File: config.mk
export PLATFORM = sky130hd
export DESIGN_NAME = sis_interp
export DESIGN_NICKNAME = d
export VERILOG_FILES = /design/src/verilog/sis_pkg.sv /design/src/verilog/sis_sync_if.sv /design/src/verilog/sis_sync2.sv /design/src/verilog/sis_interp.sv
export SDC_FILE = /design/constraint.sdc
export NUM_CORES = 1
export LEC_CHECK = 0
export BUFFER_PORTS_ARGS = -buffer_cell sky130_fd_sc_hd__buf_2
export CORE_MARGIN = 4
export CORE_UTILIZATION = 60
export CTS_BUF_LIST = sky130_fd_sc_hd__clkbuf_16
export CTS_CLUSTER_SIZE = 28
export DETAILED_ROUTE_END_ITERATION = 6
export HOLD_SLACK_MARGIN = 0.15
export PLACE_DENSITY = 0.8
export SLEW_MARGIN = 5
export SYNTH_ARGS = -nofsm -noshare
export SYNTH_HDL_FRONTEND = slang
export SYNTH_SLANG_ARGS = --single-unit
File: constraint.sdc
create_clock -name clk -period 10.61 [get_ports clk]
set_input_delay 0.5305 -clock clk [delete_from_list [all_inputs] [get_ports clk]]
set_output_delay 0.5305 -clock clk [all_outputs]
set_load 0.05 [all_outputs]
File: src/verilog/sis_pkg.sv
// Purpose: Shared constants for the step interpolator with standstill detection
// Assumes: One system clock, synchronous active-low reset
// Notes: Counts are in system clock cycles
package sis_pkg;

  // Period measurement and microstep spacing
  localparam int PER_W = 21;
  localparam logic [20:0] PER_LIMIT = 21'h100000;
  localparam int INT_W = 17;
  localparam logic [16:0] INT_MAX = 17'h10000;
  localparam logic [16:0] INT_MIN = 17'h00001;

  // Burst length and resolution codes
  localparam logic [4:0] BURST_LEN = 5'h10;
  localparam logic [3:0] RES_16X = 4'h4;
  localparam logic [3:0] RES_FULL = 4'h8;

  // Microstep counter reset value and unit step, current level width
  localparam logic [9:0] MSCNT_RST = 10'h000;
  localparam logic [9:0] MSCNT_ONE = 10'h001;
  localparam int CUR_W = 5;

endpackage : sis_pkg

File: src/verilog/sis_sync_if.sv
// Purpose: Carrier between the top and its input synchroniser
// Assumes: Raw pins come from outside the clock domain
// Notes: Width is set per instance
`timescale 1ns/1ps
interface sis_sync_if #(parameter int W = 1);
  logic [W-1:0] raw;
  logic [W-1:0] synced;
  modport sync
  (
    input raw,
    output synced
  );
  modport user
  (
    output raw,
    input synced
  );
endinterface : sis_sync_if

File: src/verilog/sis_sync2.sv
// Purpose: Two-flop synchroniser for asynchronous pin inputs
// Assumes: Pins settle between samples
// Notes: First stage feeds only the second
`timescale 1ns/1ps
module sis_sync2
  import sis_pkg::*;
#(
  parameter int W = 1
)
(
  // Clock and reset
  input wire logic clk,
  input wire logic rstn,
  // Pins in, synchronised levels out
  sis_sync_if.sync p
);

  logic [W-1:0] stage1;
  logic [W-1:0] stage2;
  logic [W-1:0] next_stage1;
  logic [W-1:0] next_stage2;

  // Next values of both stages
  always_comb
  begin
    next_stage1 = p.raw;
    next_stage2 = stage1;
    if (!rstn)
    begin
      next_stage1 = '0;
      next_stage2 = '0;
    end
  end

  // Stage registers
  always_ff @(posedge clk)
  begin
    stage1 <= next_stage1;
    stage2 <= next_stage2;
  end

  assign p.synced = stage2;

endmodule : sis_sync2

File: src/verilog/sis_interp.sv
// Purpose: Step/direction input with 16x to 256x microstep interpolation and standstill detection
// Assumes: Configuration bits are plain inputs held stable by the controller
// Notes: Step, direction and clock-pin levels are synchronised before use
`timescale 1ns/1ps
////////////////////////////////////////////////////////////////////////////////
// How it works
// Each active step edge in interpolation mode starts a burst of 16 microsteps
// Interpolation needs enable bit and 16x resolution
// Spacing is previous step period over 16
// Period capped at 2^20, spacing 2^16
// Too slow stepping sets the standstill flag
// Standstill selects hold current, else run current
// Next active step edge clears standstill
// New rate used after one full period
// New edge abandons rest of running burst
// Controller keeps rate stable, dedge needs 50%
// Internal oscillator while clock pin stays low
// First high on clock pin selects external
// Controller disables drivers before stopping clock
// Short detection works without any clock
// Reset loads defaults into all state
// Double-edge bit makes both step edges active
// Direction low counts up, high counts down
// Microsteps move one entry in latched direction
module sis_interp
  import sis_pkg::*;
#(
  parameter logic [PER_W-1:0] PERIOD_LIMIT = PER_LIMIT
)
(
  // Clock and reset
  input wire logic clk,
  input wire logic rstn,
  // Step/direction pins and clock pin level
  input wire logic step_pin,
  input wire logic dir_pin,
  input wire logic clk_pin,
  // Configuration
  input wire logic interp_enable,
  input wire logic dedge,
  input wire logic [3:0] resolution_select,
  input wire logic [CUR_W-1:0] run_current_level,
  input wire logic [CUR_W-1:0] hold_current_level,
  // Short-to-ground detection
  input wire logic short_detect_enable,
  input wire logic short_detect_raw,
  output logic short_detect_flag,
  // Status and results
  output logic [9:0] microstep_count,
  output logic microstep_pulse,
  output logic standstill,
  output logic [CUR_W-1:0] current_level,
  output logic interp_active,
  output logic clock_ext_sel
);

  ////////////////////////////////////////////////////////////////////////////
  // Input synchronisation
  sis_sync_if #(.W(3)) pins ();
  assign pins.raw = {clk_pin, dir_pin, step_pin};

  sis_sync2 #(.W(3)) u_sync
  (
    .clk(clk),
    .rstn(rstn),
    .p(pins.sync)
  );

  logic step_s;
  logic dir_s;
  logic clkpin_s;
  assign step_s = pins.synced[0];
  assign dir_s = pins.synced[1];
  assign clkpin_s = pins.synced[2];

  ////////////////////////////////////////////////////////////////////////////
  // State
  logic step_d;
  logic [PER_W-1:0] per_cnt;
  logic [INT_W-1:0] interval;
  logic [INT_W-1:0] tick;
  logic [4:0] burst_left;
  logic burst_dir;
  logic [PER_W-1:0] next_per_cnt;
  logic [INT_W-1:0] next_interval;
  logic [INT_W-1:0] next_tick;
  logic [4:0] next_burst_left;
  logic next_burst_dir;
  logic next_step_d;
  logic [9:0] next_microstep_count;
  logic next_microstep_pulse;
  logic next_standstill;
  logic next_clock_ext_sel;

  logic step_edge;
  logic interp_mode;
  logic stst_set;
  logic [3:0] res_clamped;
  logic [9:0] step_width;

  // Active edge and mode decode
  always_comb
  begin
    if (dedge)
      step_edge = step_s ^ step_d;
    else
      step_edge = step_s & ~step_d;
    interp_mode = interp_enable && (resolution_select == RES_16X);
    stst_set = (per_cnt == PERIOD_LIMIT - 21'h1) && !step_edge;
    res_clamped = (resolution_select > RES_FULL) ? RES_FULL : resolution_select;
    step_width = MSCNT_ONE << res_clamped;
  end

  // Next values of the interpolator
  always_comb
  begin
    next_step_d = step_s;
    next_per_cnt = per_cnt;
    next_interval = interval;
    next_tick = tick;
    next_burst_left = burst_left;
    next_burst_dir = burst_dir;
    next_microstep_count = microstep_count;
    next_microstep_pulse = 1'b0;
    next_standstill = standstill;
    next_clock_ext_sel = clock_ext_sel | clkpin_s;
    // Period measurement, saturating at the limit
    if (per_cnt != PERIOD_LIMIT)
      next_per_cnt = per_cnt + 21'h1;
    if (step_edge)
    begin
      next_per_cnt = '0;
      next_standstill = 1'b0;
      // Spacing from the period just ended
      if (per_cnt[PER_W-1:4] == '0)
        next_interval = INT_MIN;
      else
        next_interval = per_cnt[PER_W-1:4];
      if (interp_mode)
      begin
        // First microstep at once, restart burst
        next_burst_left = BURST_LEN - 5'h1;
        next_burst_dir = dir_s;
        next_tick = '0;
        next_microstep_pulse = 1'b1;
        next_microstep_count = dir_s ? microstep_count - MSCNT_ONE : microstep_count + MSCNT_ONE;
      end
      else
      begin
        next_burst_left = '0;
        next_microstep_pulse = 1'b1;
        next_microstep_count = dir_s ? microstep_count - step_width : microstep_count + step_width;
      end
    end
    else if (burst_left != '0)
    begin
      // Evenly spaced remaining microsteps
      if (tick >= interval - INT_MIN)
      begin
        next_tick = '0;
        next_burst_left = burst_left - 5'h1;
        next_microstep_pulse = 1'b1;
        next_microstep_count = burst_dir ? microstep_count - MSCNT_ONE : microstep_count + MSCNT_ONE;
      end
      else
        next_tick = tick + INT_MIN;
    end
    if (stst_set)
      next_standstill = 1'b1;
    if (!rstn)
    begin
      // Power-on defaults
      next_step_d = 1'b0;
      next_per_cnt = '0;
      next_interval = INT_MAX;
      next_tick = '0;
      next_burst_left = '0;
      next_burst_dir = 1'b0;
      next_microstep_count = MSCNT_RST;
      next_microstep_pulse = 1'b0;
      next_standstill = 1'b0;
      next_clock_ext_sel = 1'b0;
    end
  end

  // Interpolator registers
  always_ff @(posedge clk)
  begin
    step_d <= next_step_d;
    per_cnt <= next_per_cnt;
    interval <= next_interval;
    tick <= next_tick;
    burst_left <= next_burst_left;
    burst_dir <= next_burst_dir;
    microstep_count <= next_microstep_count;
    microstep_pulse <= next_microstep_pulse;
    standstill <= next_standstill;
    clock_ext_sel <= next_clock_ext_sel;
  end

  // Current selection and status
  assign current_level = standstill ? hold_current_level : run_current_level;
  assign interp_active = burst_left != '0;
  // Clock-free short detection path
  assign short_detect_flag = short_detect_enable & short_detect_raw;

  ////////////////////////////////////////////////////////////////////////////
  // Checks
  logic [4:0] burst_seen;
  logic [4:0] next_burst_seen;

  // Microsteps counted since the last active step edge
  always_comb
  begin
    next_burst_seen = burst_seen;
    if (step_edge)
      next_burst_seen = 5'h0;
    else if (microstep_pulse && burst_seen != 5'h1f)
      next_burst_seen = burst_seen + 5'h1;
    if (!rstn)
      next_burst_seen = 5'h0;
  end

  always_ff @(posedge clk)
  begin
    burst_seen <= next_burst_seen;
  end

  a_burst_start: assert property (@(posedge clk) disable iff (!rstn)
    step_edge && interp_mode |=> microstep_pulse && burst_left == 5'hf)
    else $error("burst did not start on step edge");

  a_burst_bound: assert property (@(posedge clk) disable iff (!rstn)
    interp_mode |-> burst_seen <= 5'h10)
    else $error("more than 16 microsteps in one burst");

  a_period_split: assert property (@(posedge clk) disable iff (!rstn)
    step_edge && per_cnt[20:4] != 17'h0 |=> interval == $past(per_cnt[20:4]))
    else $error("spacing not period over 16");

  a_interval_cap: assert property (@(posedge clk) disable iff (!rstn)
    interval <= 17'h10000 && per_cnt <= PERIOD_LIMIT)
    else $error("period or spacing above limit");

  a_stst_set: assert property (@(posedge clk) disable iff (!rstn)
    per_cnt == PERIOD_LIMIT - 21'h1 && !step_edge |=> standstill)
    else $error("standstill not flagged at limit");

  a_hold_current: assert property (@(posedge clk) disable iff (!rstn)
    standstill |-> current_level == hold_current_level)
    else $error("hold current not selected");

  a_stst_clear: assert property (@(posedge clk) disable iff (!rstn)
    step_edge |=> !standstill)
    else $error("standstill not cleared by step edge");

  a_burst_abandon: assert property (@(posedge clk) disable iff (!rstn)
    step_edge && interp_mode && burst_left != 5'h0 |=> burst_left == 5'hf && tick == 17'h0)
    else $error("running burst not restarted");

  a_ext_clock: assert property (@(posedge clk) disable iff (!rstn)
    clkpin_s |=> clock_ext_sel [*3])
    else $error("external clock not kept selected");

  a_dir_count: assert property (@(posedge clk) disable iff (!rstn)
    step_edge && !interp_mode && !dir_s |=> microstep_count == $past(microstep_count) + $past(step_width))
    else $error("direction low did not count up");

  a_micro_dir: assert property (@(posedge clk) disable iff (!rstn)
    !step_edge && burst_left != 5'h0 && burst_dir && tick >= interval - 17'h1
    |=> microstep_count == $past(microstep_count) - 10'h1)
    else $error("microstep not one entry down");

endmodule : sis_interp

==> summary.txt, run 1 <==
outcome: finished, final reports clean
critical path's top delay family: simple AND/OR/NAND/NOR gates
Wirelength per Cell: 15.77 um
layout cells sized above 1: 12.79%
RSZ-0062 raised after global routing: no
PwrDens: 139.2 mW/mm2
Setup TNS Final: 0 ns
Clock Sinks: 81
most frequent cells in the layout: 81 x dfxtp_1, 79 x nor2_1, 68 x nand2_1
Port Buffers: 42
mean area per synthesized cell: 8.100 um2
Netlist cell types: 70
Clock Root Buffer: clkbuf_16
crit path DAT: 4.30 ns
Post-DRT Antenna Nets: 0
cts bufs inserted: 9
Warnings, synthesis: 0
crit-path cells: or3_1 -> or3b_4 -> or3_4 -> nor4_2 -> xnor2_1 -> ha_1 -> nand4_1 -> nor3_1 -> a211o_1 -> and2_1 -> nor2_1 -> mux2_1 -> o22ai_1
Fin Clk Skew: 0.01011 ns
Final nets: 743
Slew HR: 36.35%
CTS Buffer Depth: 2
initial antenna violation count: 0
via count of the routed design: 4916
Net Count, Synth: 716
CP max stage delay: 0.47 ns
vias in the first global route: 4640
Gate power share: 19.1%
internal power: 0.0005804 W
# DRC: 0
final hold vios: 0
highest routed metal layer: met4
die area: 0.01043 mm2
cell leakage power: 2.378 nW
num rows: 34
CP max FO: 6
Peak VDD IR: 0.1020 mV
P_sw: 0.0002398 W
largest net degree at the start of global routing: 33
Boundary Pins: 43
Placed Cells: 780
critical path type: reg -> reg
Routed WL: 12550 um
fraction of registers with async set/reset: 0%
sequential power share: 39.6%
number of synthesized flops with an enable pin: 0
core area: 0.008678 mm2
initial core utilization: 61.23%
worst skew pair latency: 0.34 ns
CTS H-tree depth: 3
cells after synthesis: 656
wire length on met2: 6053 um
TritonRoute pass-1 iters: 4
crit path launch type: flip-flop
non-filler cells, final: 796
drt via density: 6.176
Switching Fraction: 29.24%
clock power share: 41.3%
violation count after the first detailed-route iteration: 279
sequential-to-total area share from yosys stat: 30.52%
Resize count post-CTS: 0
Die X: 102.1 um
Final setup viols: 0
Slew Viols, Final: 0
ys flop type: dfxtp_1
Max Fclk: 247.0 MHz
wl on met1: 5545 um
CTS Hold Bufs: 0
Total GRT Usage: 25.08%
Worst-path clk slew: 0.07 ns
CP max-delay cell: nor2_1
Period minus WS final: 4.049 ns
Seq cells post-synth: 81
Die H: 102.1 um
CTS tree: built
filler instances: 714
post-synthesis cell area: 0.005314 mm2
worst-margin pin slew: 0.9535 ns
global route overflow: 0
first-pass GRT wire length: 21220 um
max cap viols: 0
worst path bufs/invs: 0
period utilization: 38.16%
WP data required: 10.86 ns
final antenna diode count: 0
area grow syn2layout: 10.85%
Crit. End Element: flip-flop
Met3 Wirelength: 741 um
most common library cell in the layout ignoring fill and taps: dfxtp_1
Hold Path Class: in -> reg
Setup Fix Bufs, Post-CTS: 0
GPL Wtd Cong: 0.9114
post-DP HPWL: 9267 um
## worst paths after layout
| kind | from | to | slack (ns) | cells past startpoint |
|---|---|---|---|---|
| worst max-delay path | interval[2]$_SDFFE_PN0N_ | burst_left[1]$_SDFFE_PN0P_ | 6.56 | 13 |
| worst min-delay path | clk_pin | u_sync.stage1[2]$_SDFF_PN0_ | 0.40 | 2 |
| worst max register to register | interval[2]$_SDFFE_PN0N_ | burst_left[1]$_SDFFE_PN0P_ | 6.56 | 13 |
| worst min register to register | u_sync.stage1[2]$_SDFF_PN0_ | u_sync.p.synced[2]$_SDFF_PN0_ | 0.43 | 1 |
## routing by layer
layer	up-vias	GRT usage [%]
met5	-	0
li1	2423	-
met4	0	7.669
met1	2320	32.17
met2	151	43.13
met3	22	4.300
## cells in the mapped netlist, drive strengths merged (3+ instances only)
cell	number	area, um2
a221oi	3	26.28
nor2	79	296.5
or4	7	52.55
nand3	35	175.2
o31a	3	26.28
clkbuf	20	75.07
o22ai	3	18.77
a21boi	3	22.52
inv	22	82.58
mux2i	9	90.09
xor2	19	166.4
a22o	13	113.9
a21oi	29	152.7
mux2	9	101.4
nand2b	3	18.77
xnor2	29	254.0
ha	36	450.4
or3	11	78.82
a211oi	8	65.06
nand4	10	62.56
nor4	9	77.57
and4	3	26.28
dfxtp	81	1622
nor3	20	120.1
and2	12	75.07
a31oi	15	93.84
and3	10	62.56
nand3b	5	37.54
buf	9	50.04
a221o	5	50.05
nor2b	7	43.79
or2	5	33.78
o21a	4	30.03
a21o	5	37.54
o21ai	20	100.1
nand2	68	255.2
## sequential cells by signal, summed over array words and instances, names as in the netlist, 3 cells and up
| register | cells |
|---|---|
| u_sync.stage1 | 3 |
| u_sync.p.synced | 3 |
| microstep_count | 10 |
| per_cnt | 21 |
| burst_left | 5 |
| interval | 17 |
| tick | 17 |
## layout make-up
| type | instances | area [um2] | area share [%] |
|---|---|---|---|
| clock inverters | 7 | 103.9 | 1.763 |
| inverters | 22 | 82.58 | 1.402 |
| well taps | 108 | 135.1 | 2.294 |
| clock buffers | 9 | 225.2 | 3.823 |
| flip-flops and latches | 81 | 1622 | 27.53 |
| multi-input cells | 524 | 3490 | 59.24 |
| repair buffers | 45 | 232.7 | 3.951 |
## through the flow
stage	hold WS (ns)	instance area [um2]	util (%)	total power, W	worst slack [ns]
after floorplan	0.4118	5314	-	0.0004522	7.093
after global placement	0.4133	5557	64.03	0.0004808	6.818
after detailed placement	0.4190	5557	64.03	0.0004865	6.630
after CTS	0.3923	5886	67.82	0.0008238	6.576
after global routing	0.3997	5891	67.88	0.0008538	6.345
final	0.3960	5891	67.88	0.0008202	6.561
## power groups by stage
stage | registers [W] | logic, W | clock network (W)
after detailed placement | 0.000331 | 0.000155 | 0
after floorplan | 0.000338 | 0.000114 | 0
after global routing | 0.000326 | 0.000172 | 0.000355
after global placement | 0.000331 | 0.000150 | 0
final | 0.000325 | 0.000157 | 0.000338
after CTS | 0.000325 | 0.000156 | 0.000343
## kinds of logic (layout without fill, tap and decap cells)
group | after synthesis | in the layout | share of synthesized area (%)
xor gates and xnor gates | 48 | 48 | 7.911
AOI/OAI and AO/OA | 132 | 132 | 17.52
buffers and inverters | 51 | 83 | 3.908
adders and majority gates | 37 | 37 | 8.853
muxes | 18 | 18 | 3.603
and+or+nand+nor | 289 | 289 | 27.69
DFF | 81 | 81 | 30.52
Note: power is estimated with default switching activity, not from simulation.
==> run 2: changes to the inputs <==
Settings changed: ABC_AREA set to 1, PLACE_DENSITY 0.8 to 0.79.
Clock period 10.61 ns to 4.13 ns, I/O delays scaled along.
==> run 2 against run 1 <==
Against the previous run: die area grew 8.7%; hold slack lost 0.13 ns; sequential power grew to 2.6 times the previous value; largest power group is now sequential cells; highest routed layer unchanged.
==> summary.txt, run 2 <==
outcome: finished, final reports clean
overall power: 0.002155 W (+160%)
Hold Path End: u_sync.stage1[2]$_SDFF_PN0_
Largest register FFs: 21 (unchanged)
vias in the first global route: 5401 (+16%)
Clock Root Buffer: clkbuf_16
r2r endpoint: microstep_count[1]$_SDFFE_PN0P_
cells after synthesis: 902 (+38%)
WP data required: 4.40 ns (-6.46 ns)
Hold Path Class: in -> reg
critical path's top delay family: simple AND/OR/NAND/NOR gates
Clock Sinks: 81 (unchanged)
Max Fclk: 317.4 MHz (+29%)
Crit. End Element: flip-flop
violation count after the first detailed-route iteration: 470 (+68%)
mean area per synthesized cell: 6.450 um2 (-20%)
most common library cell in the layout ignoring fill and taps: nand2_1
ys flop type: dfxtp_1
hold slack: 0.2662 ns (-0.1298 ns)
PwrDens: 335.8 mW/mm2 (+140%)
core area: 0.009328 mm2 (+7.5%)
worst-case reg-to-reg path depth: 21 (+8)
Reg area: 0.001622 mm2 (unchanged)
area grow syn2layout: 10.28%
Fin Clk Skew: 0.008457 ns (-0.001650 ns)
global route overflow: 0 (unchanged)
TritonRoute pass-1 iters: 7 (+3)
num rows: 35 (+2.9%)
Yosys top cell by area: dfxtp_1
CP max-delay cell: dfxtp_1
highest routed metal layer: met4
Multi-input gate area: 0.003578 mm2 (+2.5%)
initial core utilization: 62.37% (+1.1 points)
worst skew pair latency: 0.33 ns (about the same)
Post-DRT Antenna Nets: 0 (unchanged)
Slew Viols, Final: 0 (unchanged)
crit path launch type: flip-flop
post-DP HPWL: 10960 um (+18%)
wl on met1: 6710 um (+21%)
worst-margin pin slew: 0.8142 ns (-0.1393 ns)
top cell type's share of synthesized area: 27.87% (-2.6 points)
crit path DAT: 3.42 ns (-0.88 ns)
reg2reg setup slack: 0.98 ns (-5.58 ns)
CTS H-tree depth: 3 (unchanged)
Final nets: 1000 (+35%)
CP max stage delay: 0.33 ns (-0.14 ns)
final hold vios: 0 (unchanged)
Die X: 106.5 um (+4.3%)
Setup TNS Final: 0 ns (unchanged)
worst path bufs/invs: 4 (+4)
Total GRT Usage: 25.82% (+0.74 points)
Slew HR: 45.52% (+9.2 points)
Die H: 106.5 um (+4.3%)
CTS Buffer Depth: 2 (unchanged)
GPL Wtd Cong: 0.9196 (+0.90%)
Hold Crit Start: rstn
Netlist cell types: 45 (-36%)
# DRC: 0 (unchanged)
Resize count post-CTS: 0 (unchanged)
Largest regs: per_cnt: 21 flops, interval: 17 flops, tick: 17 flops
Wirelength per Cell: 13.30 um (-16%)
crit-path cells: inv_1 -> ha_1 -> nand3_1 -> nor3_2 -> inv_1 -> nor2_1 -> nand2_1 -> nor2_1 -> xor2_1 -> ha_1 -> nand2_1 -> inv_1 -> nand2_1 -> nand2_1 -> a21oi_1 -> nand4_2 -> nand2_4 -> nand2_4 -> inv_2 -> nor2_1 -> nor2_1
post-synthesis cell area: 0.005818 mm2 (+9.5%)
wire length on met2: 6335 um (+4.7%)
layout cells sized above 1: 10.05% (-2.7 points)
Peak VDD IR: 0.2732 mV (+170%)
RSZ-0062 raised after global routing: no
number of synthesized flops with an enable pin: 0 (unchanged)
CTS tree: built
Port Buffers: 42 (unchanged)
Period minus WS final: 3.150 ns (-0.8989 ns)
Routed WL: 14290 um (+14%)
drt via density: 5.475 (-11%)
via count of the routed design: 5880 (+20%)
Boundary Pins: 43 (unchanged)
Seq cells post-synth: 81 (unchanged)
critical path type: reg -> reg
most frequent cells in the layout: 234 x nand2_1, 126 x inv_1, 91 x nor2_1
top-count cell post-synth: nand2_1
hold depth: 3 (+1)
Worst-path clk slew: 0.06 ns (about the same)
initial antenna violation count: 0 (unchanged)
largest net degree at the start of global routing: 30 (-9.1%)
die area: 0.01134 mm2 (+8.7%)
CP max FO: 14 (+8)
fraction of registers with async set/reset: 0% (unchanged)
Final setup viols: 0 (unchanged)
Met3 Wirelength: 1035 um (+40%)
final antenna diode count: 0 (unchanged)
Net Count, Synth: 962 (+34%)
first-pass GRT wire length: 24370 um (+15%)
FF-to-FF Start: interval[0]$_SDFFE_PN0N_
filler instances: 808 (+13%)
Warnings, synthesis: 0 (unchanged)
top cells by count, synth: 234 x nand2_1, 125 x inv_1, 91 x nor2_1
largest cells by area after synthesis: dfxtp_1 28%, nand2_1 15%, inv_1 8.1%
cts bufs inserted: 9 (unchanged)
max cap viols: 0 (unchanged)
cell leakage power: 3.082 nW (+30%)
Largest Register: per_cnt
Setup Fix Bufs, Post-CTS: 0 (unchanged)
sequential-to-total area share from yosys stat: 27.87% (-2.6 points)
period utilization: 76.28% (+38 points)
[run 2: cell types whose count changed after synthesis, sizes merged, moves of 18 or more]
cell,delta
nand4,+18
nand3,+44
nand2,+171
a21oi,+26
nor2,+20
inv,+116
xnor2,-19
[run 2: layout make-up]
cell class / count / share of cell area (%)
flip-flops and latches: 81 / 25.27
clock buffers: 9 / 3.510
clock inverters: 7 / 1.073
well taps: 129 / 2.516
repair buffers: 45 / 3.744
inverters: 138 / 8.112
multi-input cells: 665 / 55.77
[run 2: logic make-up after synthesis]
group / share of synthesized area (%)
AOI/OAI and AO/OA: 11.25
and+or+nand+nor: 37.05
xor gates and xnor gates: 5.118
adders and majority gates: 8.086
DFF: 27.87
buffers and inverters: 10.62
[run 2: worst max path at each step]
stage                                   from                              end  slack (ns)  depth (start not counted)
CTS                 interval[0]$_SDFFE_PN0N_  microstep_count[1]$_SDFFE_PN0P_        0.95                         21
global route        interval[1]$_SDFFE_PN0N_  microstep_count[1]$_SDFFE_PN0P_        0.62                         21
detailed placement  interval[0]$_SDFFE_PN0N_       burst_left[2]$_SDFFE_PN0P_        0.99                         20
global placement    interval[0]$_SDFFE_PN0N_       microstep_pulse$_SDFF_PN0_        1.11                         20
floorplan           interval[0]$_SDFFE_PN0N_  microstep_count[5]$_SDFFE_PN0P_        1.35                         21
finish              interval[0]$_SDFFE_PN0N_  microstep_count[1]$_SDFFE_PN0P_        0.98                         21
[run 2: what timing repair did]
item                                    4_1_cts  5_1_grt
endpoints found under the setup margin        0        0
hold buffers                                  3        0
hold endpoints to repair                      3        0
[run 2: where the power goes]
group	total, W	switching (W)	internal (W)	leakage, nW
clock	0.000793	0.000325	0.000468	0.149
combinational	0.000517	0.000348	0.000169	2.28
sequential	0.000845	0.0000393	0.000806	0.658
[run 2: per-layer routing]
metal  up-vias  track usage [%]
met5         -                0
met4         0            4.932
met3        31            5.768
met2       199            41.40
met1      2654            35.93
li1       2996                -
[run 2: per-stage QoR]
stage / std cells / area (um2) / utilization (%) / worst slack, ns
after floorplan: 902 / 5818 / - / 1.346
after global placement: 1055 / 6092 / 65.31 / 1.112
after detailed placement: 1055 / 6092 / 65.31 / 0.9888
after CTS: 1074 / 6416 / 68.79 / 0.9537
after global routing: 1074 / 6416 / 68.79 / 0.6173
final: 1074 / 6416 / 68.79 / 0.9798
[run 2: worst reg2reg max path, stage by stage (launching register included)]
cell	delay (ns)
dfxtp_1	0.33
inv_1	0.08
ha_1	0.19
nand3_1	0.14
nor3_2	0.21
inv_1	0.08
nor2_1	0.15
nand2_1	0.11
nor2_1	0.12
xor2_1	0.16
ha_1	0.27
nand2_1	0.09
inv_1	0.04
nand2_1	0.05
nand2_1	0.04
a21oi_1	0.14
nand4_2	0.23
nand2_4	0.23
nand2_4	0.14
inv_2	0.16
nor2_1	0.05
nor2_1	0.08
==> run 3: changes to the inputs <==
Settings changed: ABC_AREA 1 to 0, PLACE_DENSITY 0.79 to 0.8.
Clock period 4.13 ns to 3.1 ns, I/O delays scaled along.
==> run 3 against run 2 <==
Against the previous run: the flow now finishes with violations (negative setup slack); via count down 13%; sequential power grew 31%; maximum frequency down 11%; clock power is 51% higher; clock-buffer cell count is the same; routed wire length fell by 5.5%; global-route usage is 0.30 points lower; final area about the same; critical path depth is 8 lower; total power grew 35%; hold slack worse by 0.084 ns; critical endpoint is now tick[15]$_SDFFE_PN0P_.
==> summary.txt, run 3 (synthesis results as in run 1) <==
initial core utilization: 61.23% (-1.1 points)
first-pass GRT wire length: 21670 um (-11%)
Hold Path Class: in -> reg
Crit. End Element: flip-flop
CTS Buffer Depth: 2 (unchanged)
Fin Clk Skew: 0.006182 ns (-0.002275 ns)
vias in the first global route: 4599 (-15%)
Worst-path clk slew: 0.06 ns (about the same)
post-DP HPWL: 9515 um (-13%)
num rows: 34 (-2.9%)
Setup TNS Final: -9.615 ns (-9.615 ns)
drt via density: 6.130 (+12%)
GPL Wtd Cong: 0.9451 (+2.8%)
cell leakage power: 2.629 nW (-15%)
CTS tree: built
crit path DAT: 3.79 ns (+0.37 ns)
Peak VDD IR: 0.3722 mV (+36%)
initial antenna violation count: 0 (unchanged)
reg2reg setup slack: -0.43 ns (-1.41 ns)
final antenna diode count: 0 (unchanged)
most frequent cells in the layout: 80 x dfxtp_1, 76 x nor2_1, 67 x nand2_1
violation count after the first detailed-route iteration: 343 (-27%)
layout cells sized above 1: 19.78% (+9.7 points)
# DRC: 0 (unchanged)
die area: 0.01043 mm2 (-8.0%)
worst-margin pin slew: 0.8039 ns (-0.01023 ns)
Final WS setup: -0.4338 ns (-1.414 ns)
P_sw: 0.0008207 W (+15%)
PwrDens: 454.7 mW/mm2 (+35%)
Clock Root Buffer: clkbuf_16
core area: 0.008678 mm2 (-7.0%)
Final setup viols: 33 (+33)
internal power: 0.002099 W (+45%)
CP max stage delay: 0.43 ns (+0.10 ns)
max cap viols: 0 (unchanged)
failing checks: negative setup slack
CTS H-tree depth: 3 (unchanged)
Die X: 102.1 um (-4.1%)
Total GRT Usage: 25.52% (-0.30 points)
crit-path cells: or3_4 -> or3b_4 -> or3_4 -> nor4_4 -> xnor2_1 -> ha_1 -> nand4_1 -> nor3_1 -> a211o_1 -> buf_6 -> or2_4 -> or4_1 -> a31oi_1
CP max-delay cell: or4_1
global route overflow: 0 (unchanged)
via count of the routed design: 5125 (-13%)
Period minus WS final: 3.534 ns (+0.3836 ns)
Max Fclk: 283.0 MHz (-11%)
period utilization: 114.0% (+38 points)
TritonRoute pass-1 iters: 5 (-2)
Port Buffers: 42 (unchanged)
final hold vios: 0 (unchanged)
Crit path top cell by count: or3_4
Gate power share: 20.9% (-3.1 points)
Boundary Pins: 43 (unchanged)
largest net degree at the start of global routing: 33 (+10%)
Post-DRT Antenna Nets: 0 (unchanged)
Largest Register: per_cnt
Final nets: 784 (-22%)
outcome: finished with violations
CP max FO: 3 (-11)
Switching Fraction: 28.11% (-4.9 points)
sequential power share: 38.0% (-1.2 points)
area grow syn2layout: 20.81%
Slew Viols, Final: 0 (unchanged)
crit path launch type: flip-flop
clock power share: 41.0% (+4.2 points)
Clock Sinks: 81 (unchanged)
Die H: 102.1 um (-4.1%)
critical path type: reg -> reg
Place WS: -0.3499 ns (-1.339 ns)
worst skew pair latency: 0.33 ns (about the same)
RSZ-0062 raised after global routing: yes
cts bufs inserted: 9 (unchanged)
Largest register FFs: 21 (unchanged)
most common library cell in the layout ignoring fill and taps: dfxtp_1
Wirelength per Cell: 16.16 um (+21%)
Routed WL: 13510 um (-5.5%)
overall power: 0.002919 W (+35%)
Slew HR: 46.21% (+0.69 points)
WP data required: 3.35 ns (-1.05 ns)
Largest regs: per_cnt: 21 flops, interval: 17 flops, tick: 17 flops
==> run 3: power groups by stage <==
stage / Clock, W / Sequential [W] / Combinational (W)
2_1_floorplan: 0 / 0.00116 / 0.000400
3_3_place_gp: 0 / 0.00113 / 0.000544
3_5_place_dp: 0 / 0.00113 / 0.000560
4_1_cts: 0.00121 / 0.00111 / 0.000573
5_1_grt: 0.00125 / 0.00111 / 0.000666
6_report: 0.00120 / 0.00111 / 0.000611
==> run 3: path summary, 6_finish.rpt <==
check                             endpoint                        start  depth (start not counted)
min              interval[16]$_SDFFE_PN1N_                         rstn                          2
max                  tick[15]$_SDFFE_PN0P_     interval[4]$_SDFFE_PN0N_                         13
max reg2reg          tick[15]$_SDFFE_PN0P_     interval[4]$_SDFFE_PN0N_                         13
min reg2reg  u_sync.p.synced[0]$_SDFF_PN0_  u_sync.stage1[0]$_SDFF_PN0_                          1
==> run 3: final cells by class <==
class | count | area (um2)
Multi-Input combinational cell | 524 | 3621
Fill cell | 643 | 2258
Sequential cell | 81 | 1623
Timing Repair Buffer | 86 | 625.6
Clock buffer | 9 | 225.2
Tap cell | 108 | 135.1
Clock inverter | 6 | 107.6
Inverter | 22 | 82.58
==> run 3: critical path, delay by kind of cell (launching register included) <==
kind	cells	cell delay, ns
flip-flops	1	0.31
buffers and inverters	1	0.13
XOR/XNOR	1	0.17
AO/OA/AOI/OAI	2	0.45
adder cells (fa/ha/maj)	1	0.28
AND/OR/NAND/NOR	8	2.09
==> run 3: stage by stage <==
stage / utilization, % / cells / hold slack [ns] / instance area [um2]
after floorplan: - / 656 / 0.2767 / 5366
after global placement: 67.37 / 812 / 0.3613 / 5847
after detailed placement: 67.37 / 812 / 0.3646 / 5847
after CTS: 72.25 / 831 / 0.1657 / 6270
after global routing: 73.98 / 836 / 0.2000 / 6420
final: 73.98 / 836 / 0.1819 / 6420
==> run 3: timing repair <==
action,in CTS,in global routing
endpoints found under the setup margin,33,33
cloned,0,3
hold buffers,3,0
pin swaps,6,11
endpoints found under the hold margin,3,0
buffers inserted,2,2
gates resized for setup,14,12
==> run 3: layer usage <==
metal | track usage (%) | vias to the layer above | routed length [um]
met5 | 0 | - | 0
met4 | 7.265 | 0 | 324
met3 | 3.413 | 33 | 845
met2 | 42.83 | 186 | 6602
met1 | 34.46 | 2399 | 5735
li1 | - | 2507 | -
